--- src/adc_seq_pkg.sv ---
// Package: constants and carrier types for the converter channel sequencer
package adc_seq_pkg;

  localparam int          CHAN_W          = 2;
  localparam int          RESULT_W        = 12;
  localparam int          CTRL_W          = 12;
  // Control word field positions
  localparam int          POS_ADDR_LO     = 0;
  localparam int          POS_ADDR_HI     = 1;
  localparam int          POS_SEQ_A       = 2;
  localparam int          POS_SEQ_B       = 3;
  localparam int          POS_CFG_A       = 4;
  localparam int          POS_CFG_B       = 5;
  localparam int          POS_REF_SEL     = 6;
  localparam logic [11:0] CTRL_RESET      = 12'h000;
  localparam logic [1:0]  CHAN_ZERO       = 2'h0;
  localparam logic [1:0]  HIGH_PAD        = 2'h0;
  // Synchroniser depth of the host-facing pins, in flip-flop stages
  localparam int          SYNC_STAGES     = 2;

  typedef enum logic [2:0] {
    CFG_SINGLE = 3'b001,
    CFG_DIFF   = 3'b010,
    CFG_PSEUDO = 3'b100
  } input_cfg_t;

  typedef struct packed {
    logic [1:0] addr;
    logic       seqA;
    logic       seqB;
    logic       cfgA;
    logic       cfgB;
    logic       refSel;
  } ctrl_t;

  typedef struct packed {
    logic [1:0] muxChannel;
    logic       pairMode;
    logic       pseudoMode;
    logic       negToGround;
    logic       refInternal;
    logic       refDriveEn;
  } analog_sel_t;

endpackage : adc_seq_pkg

--- src/pin_sync.sv ---
// Two-stage synchroniser for a group of asynchronous pin inputs
`timescale 1ns/100ps
`default_nettype none
module pin_sync #(
  parameter int WIDTH = 1
) (
  input  wire logic             clk,
  input  wire logic             reset_n,
  input  wire logic [WIDTH-1:0] asyncIn,
  input  wire logic [WIDTH-1:0] resetValue,
  output logic      [WIDTH-1:0] syncOut
);
  logic [WIDTH-1:0] stage1Reg;
  logic [WIDTH-1:0] stage2Reg;

  always_ff @(posedge clk or negedge reset_n) begin
    if (!reset_n) begin
      stage1Reg <= '0;
      stage2Reg <= '0;
    end else begin
      stage1Reg <= asyncIn ^ resetValue;
      stage2Reg <= stage1Reg;
    end
  end

  // Idle-high pins are stored inverted so the async reset stays a constant zero
  assign syncOut = stage2Reg ^ resetValue;
endmodule // pin_sync
`default_nettype wire

--- src/adc_channel_sequencer.sv ---
// Channel sequencer, input configuration and reference control of the converter
`timescale 1ns/100ps
`default_nettype none
module adc_channel_sequencer
  import adc_seq_pkg::*;
#(
  parameter int NUM_CHANNELS = 4
) (
  input  wire logic                clk,
  input  wire logic                reset_n,
  input  wire logic [CTRL_W-1:0]   ctrlWord,
  input  wire logic                writeStrobe_n,
  input  wire logic                conversion_start_n,
  input  wire logic [RESULT_W-1:0] convResult,
  input  wire logic                resultValid,
  input  wire logic                high_byte_select,
  output logic      [7:0]          byteOut,
  output var analog_sel_t          analogSel,
  output logic      [CHAN_W-1:0]   convChannel,
  output logic                     convStart
);

  typedef struct packed {
    ctrl_t              ctrl;
    logic [CHAN_W-1:0]  pointer;
    logic [CHAN_W-1:0]  convChan;
    logic [CHAN_W-1:0]  resultChan;
    logic               startPulse;
    logic               wrPrev;
    logic               cvPrev;
    logic [7:0]         byteData;
    analog_sel_t        sel;
  } state_t;

  state_t state_reg;
  state_t state_next;

  logic [CTRL_W-1:0] ctrlSync;
  logic              wrSync;
  logic              cvSync;
  logic              hbSync;
  input_cfg_t        cfgMode;
  ctrl_t             ctrlNew;
  logic              wrRise;
  logic              cvFall;
  logic              seqMode;

  pin_sync #(
    .WIDTH (CTRL_W + 3)
  ) u_pin_sync (
    .clk        (clk),
    .reset_n    (reset_n),
    .asyncIn    ({ctrlWord, writeStrobe_n, conversion_start_n, high_byte_select}),
    .resetValue ({CTRL_RESET, 1'b1, 1'b1, 1'b0}),
    .syncOut    ({ctrlSync, wrSync, cvSync, hbSync})
  );

  always_comb begin
    ctrlNew        = '0;
    ctrlNew.addr   = {ctrlSync[POS_ADDR_HI], ctrlSync[POS_ADDR_LO]};
    ctrlNew.seqA   = ctrlSync[POS_SEQ_A];
    ctrlNew.seqB   = ctrlSync[POS_SEQ_B];
    ctrlNew.cfgA   = ctrlSync[POS_CFG_A];
    ctrlNew.cfgB   = ctrlSync[POS_CFG_B];
    ctrlNew.refSel = ctrlSync[POS_REF_SEL];
  end

  always_comb begin
    state_next = state_reg;
    state_next.wrPrev = wrSync;
    state_next.cvPrev = cvSync;
    state_next.startPulse = 1'b0;
    // Write latched on the strobe's rising edge
    wrRise = wrSync && !state_reg.wrPrev;
    cvFall = !cvSync && state_reg.cvPrev;
    seqMode = state_reg.ctrl.seqA && state_reg.ctrl.seqB;

    if (wrRise) begin
      state_next.ctrl = ctrlNew;
      state_next.pointer = CHAN_ZERO;
    end

    if (cvFall) begin
      state_next.startPulse = 1'b1;
      if (seqMode) begin
        state_next.convChan = state_reg.pointer;
        if (state_reg.pointer >= state_reg.ctrl.addr) begin
          state_next.pointer = CHAN_ZERO;
        end else begin
          state_next.pointer = state_reg.pointer + 2'h1;
        end
      end else begin
        state_next.convChan = state_reg.ctrl.addr;
      end
      if (wrRise) begin
        state_next.pointer = CHAN_ZERO;
      end
    end

    if (state_reg.ctrl.cfgA && !state_reg.ctrl.cfgB) begin
      cfgMode = CFG_PSEUDO;
    end else if (!state_reg.ctrl.cfgA && state_reg.ctrl.cfgB) begin
      cfgMode = CFG_DIFF;
    end else begin
      cfgMode = CFG_SINGLE;
    end

    state_next.sel.muxChannel = state_next.convChan;
    unique case (cfgMode)
      CFG_SINGLE: begin
        state_next.sel.pairMode    = 1'b0;
        state_next.sel.pseudoMode  = 1'b0;
        state_next.sel.negToGround = 1'b1;
      end
      CFG_DIFF: begin
        state_next.sel.pairMode    = 1'b1;
        state_next.sel.pseudoMode  = 1'b0;
        state_next.sel.negToGround = 1'b0;
      end
      CFG_PSEUDO: begin
        state_next.sel.pairMode    = 1'b1;
        state_next.sel.pseudoMode  = 1'b1;
        state_next.sel.negToGround = 1'b0;
      end
    endcase
    state_next.sel.refInternal = state_reg.ctrl.refSel;
    state_next.sel.refDriveEn  = state_reg.ctrl.refSel;

    if (resultValid) begin
      state_next.resultChan = state_reg.convChan;
    end
    if (hbSync) begin
      state_next.byteData = {HIGH_PAD, state_reg.resultChan, convResult[11:8]};
    end else begin
      state_next.byteData = convResult[7:0];
    end
  end

  always_ff @(posedge clk or negedge reset_n) begin
    if (!reset_n) begin
      state_reg <= '{ctrl: '0, pointer: '0, convChan: '0, resultChan: '0,
                     startPulse: 1'b0, wrPrev: 1'b1, cvPrev: 1'b1, byteData: 8'h00,
                     sel: '{muxChannel: '0, pairMode: 1'b0, pseudoMode: 1'b0,
                            negToGround: 1'b1, refInternal: 1'b0, refDriveEn: 1'b0}};
    end else begin
      state_reg <= state_next;
    end
  end

  assign byteOut     = state_reg.byteData;
  assign analogSel   = state_reg.sel;
  assign convChannel = state_reg.convChan;
  assign convStart   = state_reg.startPulse;

endmodule // adc_channel_sequencer
`default_nettype wire

--- config.mk ---
export PLATFORM = sky130hd
export DESIGN_NAME = adc_channel_sequencer
export DESIGN_NICKNAME = d
export VERILOG_FILES = /design/src/adc_seq_pkg.sv /design/src/pin_sync.sv /design/src/adc_channel_sequencer.sv
export SDC_FILE = /design/constraint.sdc
export NUM_CORES = 1
export LEC_CHECK = 0
export BUFFER_PORTS_ARGS = -buffer_cell sky130_fd_sc_hd__buf_2
export CAP_MARGIN = 20
export CORE_UTILIZATION = 45
export DETAILED_ROUTE_END_ITERATION = 8
export PLACE_DENSITY_LB_ADDON = 0.08
export SLEW_MARGIN = 20
export SYNTH_ARGS = -nofsm -noshare
export SYNTH_HDL_FRONTEND = slang
export SYNTH_SLANG_ARGS = --single-unit
--- constraint.sdc ---
create_clock -name clk -period 1.7 [get_ports clk]
set_input_delay 0.085 -clock clk [delete_from_list [all_inputs] [get_ports clk]]
set_output_delay 0.085 -clock clk [all_outputs]
set_load 0.005 [all_outputs]
-- Word-level counts from Yosys, hierarchy flattened
Index checks and enable logic that the tools add are counted.
- bits of input ports: 30
- logic and storage cells: 46
- output and inout bits: 18
- bits in registers: 48
- $lt $le $gt $ge: 1
- equal/unequal tests: 3
- $add $sub $neg: 1
- bitwise gates (word level): 2
- mux-type cells: 11
- reduce and logical (&&, ||, !) cells: 9
- operator list (kind ; number):
    $mux 2 ; 6
    $pmux 3 s3 ; 1
    $mux 8 ; 1
    $logic_and 1x1->1 ; 5
    $logic_not 1->1 ; 4
    $mux 4 ; 1
    $not 2->2 ; 2
    $eq 3x1->1 const B ; 1
    $eq 3x2->1 const B ; 1
    $eq 3x3->1 const B ; 1
    $mux 3 ; 1
    $add 2x1->2 const B ; 1
    $ge 2x2->1 ; 1
    $mux 1 ; 1

-- Longest topological paths before layout
Gate-level depths: netlist of run 1.
- word-level depth: 6
- depth in mapped cells: 6
- mapped depth without buffers: 6

-- Cells and area by module
A second synthesis of run 1 with hierarchy kept.
- cell total of the unflattened synthesis: 157
- area, all modules: 2237.1 µm²
- by module, submodules not included (module ; area an instance (µm²) ; cells an instance ; sequential area each (µm²) ; times used):
    adc_channel_sequencer ; 1223.7 ; 97 ; 704.4 ; 1
    pin_sync ; 1013.5 ; 60 ; 750.7 ; 1

-- Worst setup path after synthesis of run 1
Ideal clock, no wire load.
- path kind: reg-to-reg
- start point: register state_reg[22] (netlist name)
- end point: register state_reg[23] (netlist name)
- buffers on the path: 0
- required time: 1.623 ns
- setup slack: 0.442 ns
- period minus slack after synthesis: 1.258 ns
- stages on the path, launching flop included: 7
- setup time: 0.077 ns
- arrival time: 1.181 ns
- path through: dfrtp_1 -> inv_2 -> ha_1 -> nand2b_1 -> a21oi_1 -> o21ai_1 -> a21oi_1
- RTL lines (what ; RTL line ; text):
    start: declaration ; adc_channel_sequencer.sv:35 ; state_t state_reg;
    start signal: assignment ; adc_channel_sequencer.sv:141 ; state_reg <= '{ctrl: '0, pointer: '0, convChan: '0, resultChan: '0,
    start signal: assignment ; adc_channel_sequencer.sv:146 ; state_reg <= state_next;

==> out/qor.txt, run 1 <==
I/O pin total: 48
Comb pwr share: 12.9%
CP peak stage delay: 0.41 ns
Drt pass-1 iters: 4
End of the critical path: state_reg[23]
Synth cell types: 19
Vias in the first global route: 928
Final Skew: 0.00325 ns
Die area: 0.00406 mm^2
N_diodes: 0
Most frequent CP cell: a21oi_1
Clock transition at path regs: 0.08 ns
Initial antenna violation count: 0
Synthesis Warnings: 0
Initial Util: 46.8%
Row count: 22
Wire per inst: 10.5 um
Reg2reg path depth: 6
GRT Overall Usage: 13.2%
Async SR Flop Fraction: 100%
Synth Area per Inst: 14.4 um^2
Max reg flops: 12
Clock Path Buffers: 2
CP Max Fanout: 5
Main flop type after synthesis: dfrtp_1
Via count: 932
Delay-heaviest family, CP: compound AO/OA/AOI/OAI gates
R2R setup slack: 0.30 ns
Overflow left after global routing: 0
Status: finished clean
Residual DRC count: 0
Cell Area, Synth: 0.00171 mm^2
Worst-Margin Slew: 0.549 ns
Clock sinks: 48
Fill cells: 306
Largest area contributor in the netlist: dfrtp_1
Final setup viols: 0
Crit-path slowest cell: dfrtp_1
Final std cells w/o fill: 213
Post-synthesis sequential area ratio: 70.3%
Input/output buffers: 42
First-pass GRT wire length: 3850 um
Reg power frac: 58.4%
Crit start category: register
Worst path required time: 1.91 ns
Share of layout cells above drive strength 1: 42.4%
Area contributors post-synth: dfrtp_1, mux2_2, buf_4, dfstp_2, ha_1
Psw: 514 uW
Most frequent cells after synthesis: dfrtp_1, buf_4, mux2_2
Max Fclk: 0.717 GHz
Synth-to-Final Area Change: 21.9%
WP buf/inv: 1
Total power per unit cell area: 1090 mW/mm^2
Placed Cells: 193
Syn nets: 152
RSZ-0062 raised after global routing: no
Critical path origin: state_reg[22]
Slew headroom: 63.4%
Max-cap violations: 0
Die Y: 63.7 um
Leakage: 0.00104 uW
Worst r2r src: state_reg[22]
Top-count cell post-synth: dfrtp_1
Largest net degree at the start of global routing: 26
Die X-Extent: 63.7 um
Setup crit end kind: register
Antenna Nets Post-Route: 0
Hold Slack: 0.0166 ns
Cts bufs inserted: 5
HP Class: in -> reg
Fin. max-slew vios: 0
NumNets Final: 197
Clock power frac: 28.7%
RR Endpoint: state_reg[23]
Core Region: 0.00366 mm^2
Min cycle time layout: 1.40 ns
Max VDD drop: 680 uV
Post-Syn Instances: 119
Root buf cell: clkbuf_8
DR vias/cell: 4.38
Setup Buffers After CTS: 0
Final Cycle Share: 82.1%
Internal power: 1770 uW
Post-DP HPWL: 1520 um
Final wirelength: 2230 um
Post-synth EDFFs: 0
Yosys top cell area share: 65.7%
Clock latency on the worst-skew pair: 0.29 ns
Critical Path, Cell by Cell: inv_2, ha_1, nand2b_1, a21oi_1, o21ai_1, a21oi_1
CTS tree: yes
Routability cong.: 0.659
Worst path arrival time: 1.61 ns
CP Depth: 6
Crit Path Class: reg -> reg
Switching Share: 22.5%
Yosys reg bits: 48
H-tree level count: 2
Final Hold Fails: 0
Initial DRC count: 15
TNS Setup: 0 ns
area by class of cell:
class / instances / area (um^2) / area share (%)
clock buffers: 8 / 90.1 / 4.31
inverters: 9 / 33.8 / 1.62
multi-input cells: 43 / 334 / 16.0
flip-flops and latches: 48 / 1200 / 57.7
well taps: 48 / 60.1 / 2.88
repair buffers: 57 / 365 / 17.5
kinds of logic after synthesis:
logic type	share of synthesized area, %
and+or+nand+nor	5.26
buffers and inverters	10.2
DFF	70.3
adders and majority gates	2.19
muxes	9.72
AOI/OAI and AO/OA	2.34
worst register-to-register path, cell delays in order (launching register included):
cell and delay, ns:
dfrtp_1 0.41, inv_2 0.06, ha_1 0.28, nand2b_1 0.13, a21oi_1 0.19, o21ai_1 0.09, a21oi_1 0.16
through the flow:
stage	area (um^2)	power (uW)	worst slack [ns]	util (%)
after floorplan	1710	1570	0.442	-
after global placement	1880	1620	0.414	51.3
after detailed placement	1880	1640	0.320	51.3
after CTS	2080	2330	0.297	56.8
after global routing	2090	2430	0.216	57.0
final	2090	2280	0.304	57.0
worst min-delay path by stage:
stage                        from            to  slack, ns  depth (start not counted)
global placement          reset_n  analogSel[4]       0.09                          1
finish              convResult[7]    byteOut[7]       0.02                          2
CTS                 convResult[7]    byteOut[7]      0.001                          2
detailed placement        reset_n  analogSel[4]       0.11                          1
global route        convResult[4]    byteOut[4]      0.002                          2
floorplan                 reset_n  analogSel[0]      -0.21                          0
power groups by stage:
stage | Clock (uW) | Sequential [uW] | Combinational, uW
3_5_place_dp | 0 | 1360 | 280
5_1_grt | 740 | 1360 | 331
6_report | 655 | 1340 | 295
4_1_cts | 691 | 1340 | 300
2_1_floorplan | 0 | 1340 | 231
3_3_place_gp | 0 | 1350 | 269
routing by layer:
layer	track usage [%]	wire length [um]
met4	7.67	52
met2	21.1	1090
met5	0	0
met1	14.5	960
met3	5.43	125
placed cells by master (no fill, tap or decap), drive strengths merged:
master	count
dlygate4sd3	12
a21oi	3
nand2	9
nor2	2
and2b	1
o21ai	5
inv	9
mux2i	2
nand2b	1
buf	45
ha	3
dfstp	3
mux2	13
nor3	1
nor2b	2
clkbuf	8
nand4	1
dfrtp	45
timing repair:
action,in CTS,in global routing
endpoints found under the hold margin,32,1
hold buffers,11,1
gates resized for setup,0,0
Note: power is estimated with default switching activity, not from simulation.
==> run 2: changes to the inputs <==
Clock period 1.7 ns to 1.45 ns, I/O delays scaled along.
==> run 2 against run 1 <==
  * Design area up 3.8%
  * Critical path depth unchanged
  * Combinational power up 25%
  * Via count up 3.8%
  * Clock skew up 0.0030 ns
  * Global-route usage up 0.60 points
  * Die area unchanged
  * Worst setup slack worse by 0.20 ns
  * Critical path type unchanged
  * Critical endpoint unchanged
==> out/qor.txt, run 2 (synthesis gave the netlist of run 1 again) <==
Leakage: 0.00108 uW (was 0.00104 uW)
Clock sinks: 48 (unchanged)
Max-cap violations: 0 (unchanged)
Placed cell areas: 0.00188 mm^2 (unchanged)
Initial Util: 46.8% (unchanged)
Largest net degree at the start of global routing: 27 (was 26)
Reg2reg path depth: 6 (unchanged)
First-pass GRT wire length: 4090 um (was 3850 um)
Final wirelength: 2310 um (was 2230 um)
Overflow left after global routing: 0 (unchanged)
DR vias/cell: 4.42 (was 4.38)
Wire per inst: 10.5 um (about the same)
Setup crit end kind: register (unchanged)
Residual DRC count: 0 (unchanged)
Pre-CTS setup slack: 0.0833 ns (was 0.320 ns)
Fin. max-slew vios: 0 (unchanged)
NumNets Final: 204 (was 197)
Antenna Nets Post-Route: 0 (unchanged)
Reg power frac: 55.2% (was 58.4%)
Post-route cell area: 0.00217 mm^2 (was 0.00209 mm^2)
Most frequent cells in the layout: dfrtp_1, buf_2, dlygate4sd3_1, mux2_2, nand2_1 (was dfrtp_1, buf_2, mux2_2, dlygate4sd3_1, nand2_1)
HP Class: in -> reg (unchanged)
Max Fclk: 0.745 GHz (was 0.717 GHz)
Via count: 967 (was 932)
CTS tree: yes (unchanged)
Commonest non-fill, non-tap cell in the layout: dfrtp_1 (unchanged)
Final setup viols: 0 (unchanged)
Synth-to-Final Area Change: 26.6% (was 21.9%)
H-tree level count: 2 (unchanged)
Initial DRC count: 13 (was 15)
Switching Share: 22.1% (was 22.5%)
Input/output buffers: 42 (unchanged)
Worst path required time: 1.67 ns (was 1.91 ns)
N_diodes: 0 (unchanged)
Die area: 0.00406 mm^2 (unchanged)
Crit Path Class: reg -> reg (unchanged)
Max VDD drop: 776 uV (was 680 uV)
TNS Setup: 0 ns (unchanged)
Clock power frac: 31.8% (was 28.7%)
Status: finished clean (unchanged)
Core Region: 0.00366 mm^2 (unchanged)
Cts bufs inserted: 5 (unchanged)
Drt pass-1 iters: 4 (unchanged)
GRT Overall Usage: 13.8% (was 13.2%)
Vias in the first global route: 997 (was 928)
Initial antenna violation count: 0 (unchanged)
Crit start category: register (unchanged)
Die Y: 63.7 um (unchanged)
Worst-Margin Slew: 0.507 ns (was 0.549 ns)
I/O pin total: 48 (unchanged)
Clock latency on the worst-skew pair: 0.29 ns (about the same)
Root buf cell: clkbuf_8 (unchanged)
Hold Slack: 0.0155 ns (was 0.0166 ns)
Hold path depth: 2 (unchanged)
Clock transition at path regs: 0.08 ns (about the same)
Final Skew: 0.00629 ns (was 0.00325 ns)
Post-DP HPWL: 1530 um (was 1520 um)
RSZ-0062 raised after global routing: no (unchanged)
Max reg flops: 12 (unchanged)
Final WS setup: 0.107 ns (was 0.304 ns)
Psw: 625 uW (was 514 uW)
Internal power: 2210 uW (was 1770 uW)
Share of layout cells above drive strength 1: 41.5% (was 42.4%)
Die X-Extent: 63.7 um (unchanged)
Total power per unit cell area: 1310 mW/mm^2 (was 1090 mW/mm^2)
Post_cts resized: 0 (unchanged)
Final std cells w/o fill: 219 (was 213)
Final Cycle Share: 92.6% (was 82.1%)
Clock Path Buffers: 2 (unchanged)
Row count: 22 (unchanged)
Comb pwr share: 13.0% (was 12.9%)
Placed Cells: 193 (unchanged)
Final Hold Fails: 0 (unchanged)
Slew headroom: 66.2% (was 63.4%)
Min cycle time layout: 1.34 ns (was 1.40 ns)
Worst path arrival time: 1.56 ns (was 1.61 ns)
CP Max Fanout: 3 (was 5)
Routability cong.: 0.638 (was 0.659)
run 2: changes by cell type in the layout (fill, tap and decap cells not counted):
| cell | before | now |
|---|---|---|
| clkbuf_8 | 6 | 5 |
| clkbuf_1 | 2 | 1 |
| bufinv_16 | 0 | 1 |
| buf_4 | 2 | 3 |
| dlygate4sd3_1 | 12 | 18 |
run 2: per-layer routing:
metal | global-route usage, % | vias to the layer above | share of wire [%]
met5 | 0 | - | 0
met4 | 5.97 | 0 | 1.6
met3 | 5.98 | 4 | 5.5
met2 | 23.3 | 29 | 49
met1 | 14.8 | 470 | 44
li1 | - | 464 | -
run 2: power by group through the flow:
stage	sequential [uW]	combinational (uW)	clock [uW]
global placement	1590	316	0
floorplan	1570	271	0
detailed placement	1600	327	0
global route	1590	418	993
CTS	1570	369	932
finish	1560	369	902
run 2: path summary, 6_finish.rpt:
path                                               from                       to  slack (ns)
worst max-delay path                      state_reg[22]            state_reg[23]        0.11
worst max register to register            state_reg[22]            state_reg[23]        0.11
worst min-delay path                      convResult[4]               byteOut[4]        0.02
min in group asynchronous                       reset_n             analogSel[4]        0.28
worst min register to register  u_pin_sync.stage1Reg[8]  u_pin_sync.stage2Reg[8]        0.35
max in group asynchronous                       reset_n            state_reg[15]        0.59
run 2: through the flow:
step | power, uW | utilization (%)
after CTS | 2870 | 59.0
after detailed placement | 1920 | 51.3
after global routing | 3000 | 59.2
final | 2830 | 59.2
after global placement | 1900 | 51.3
after floorplan | 1840 | -
run 2: layout make-up:
| type | count | area [um^2] |
|---|---|---|
| fillers | 308 | 1490 |
| repair buffers | 64 | 433 |
| multi-input cells | 43 | 334 |
| flip-flops and latches | 48 | 1200 |
| well taps | 48 | 60.1 |
| inverters | 9 | 33.8 |
| clock buffers | 6 | 72.6 |
| clock inverters | 1 | 30.0 |
run 2: what timing repair did:
item	4_1_cts	5_1_grt
buffers inserted	0	1
setup endpoints to repair	0	2
hold buffers	18	0
hold endpoints to repair	35	0
run 2: worst max-delay path, stage by stage, from the launching register on:
cell	delay (ns)
dfrtp_1	0.38
inv_2	0.06
ha_1	0.29
nand2b_1	0.14
a21oi_1	0.17
o21ai_1	0.09
a21oi_1	0.14
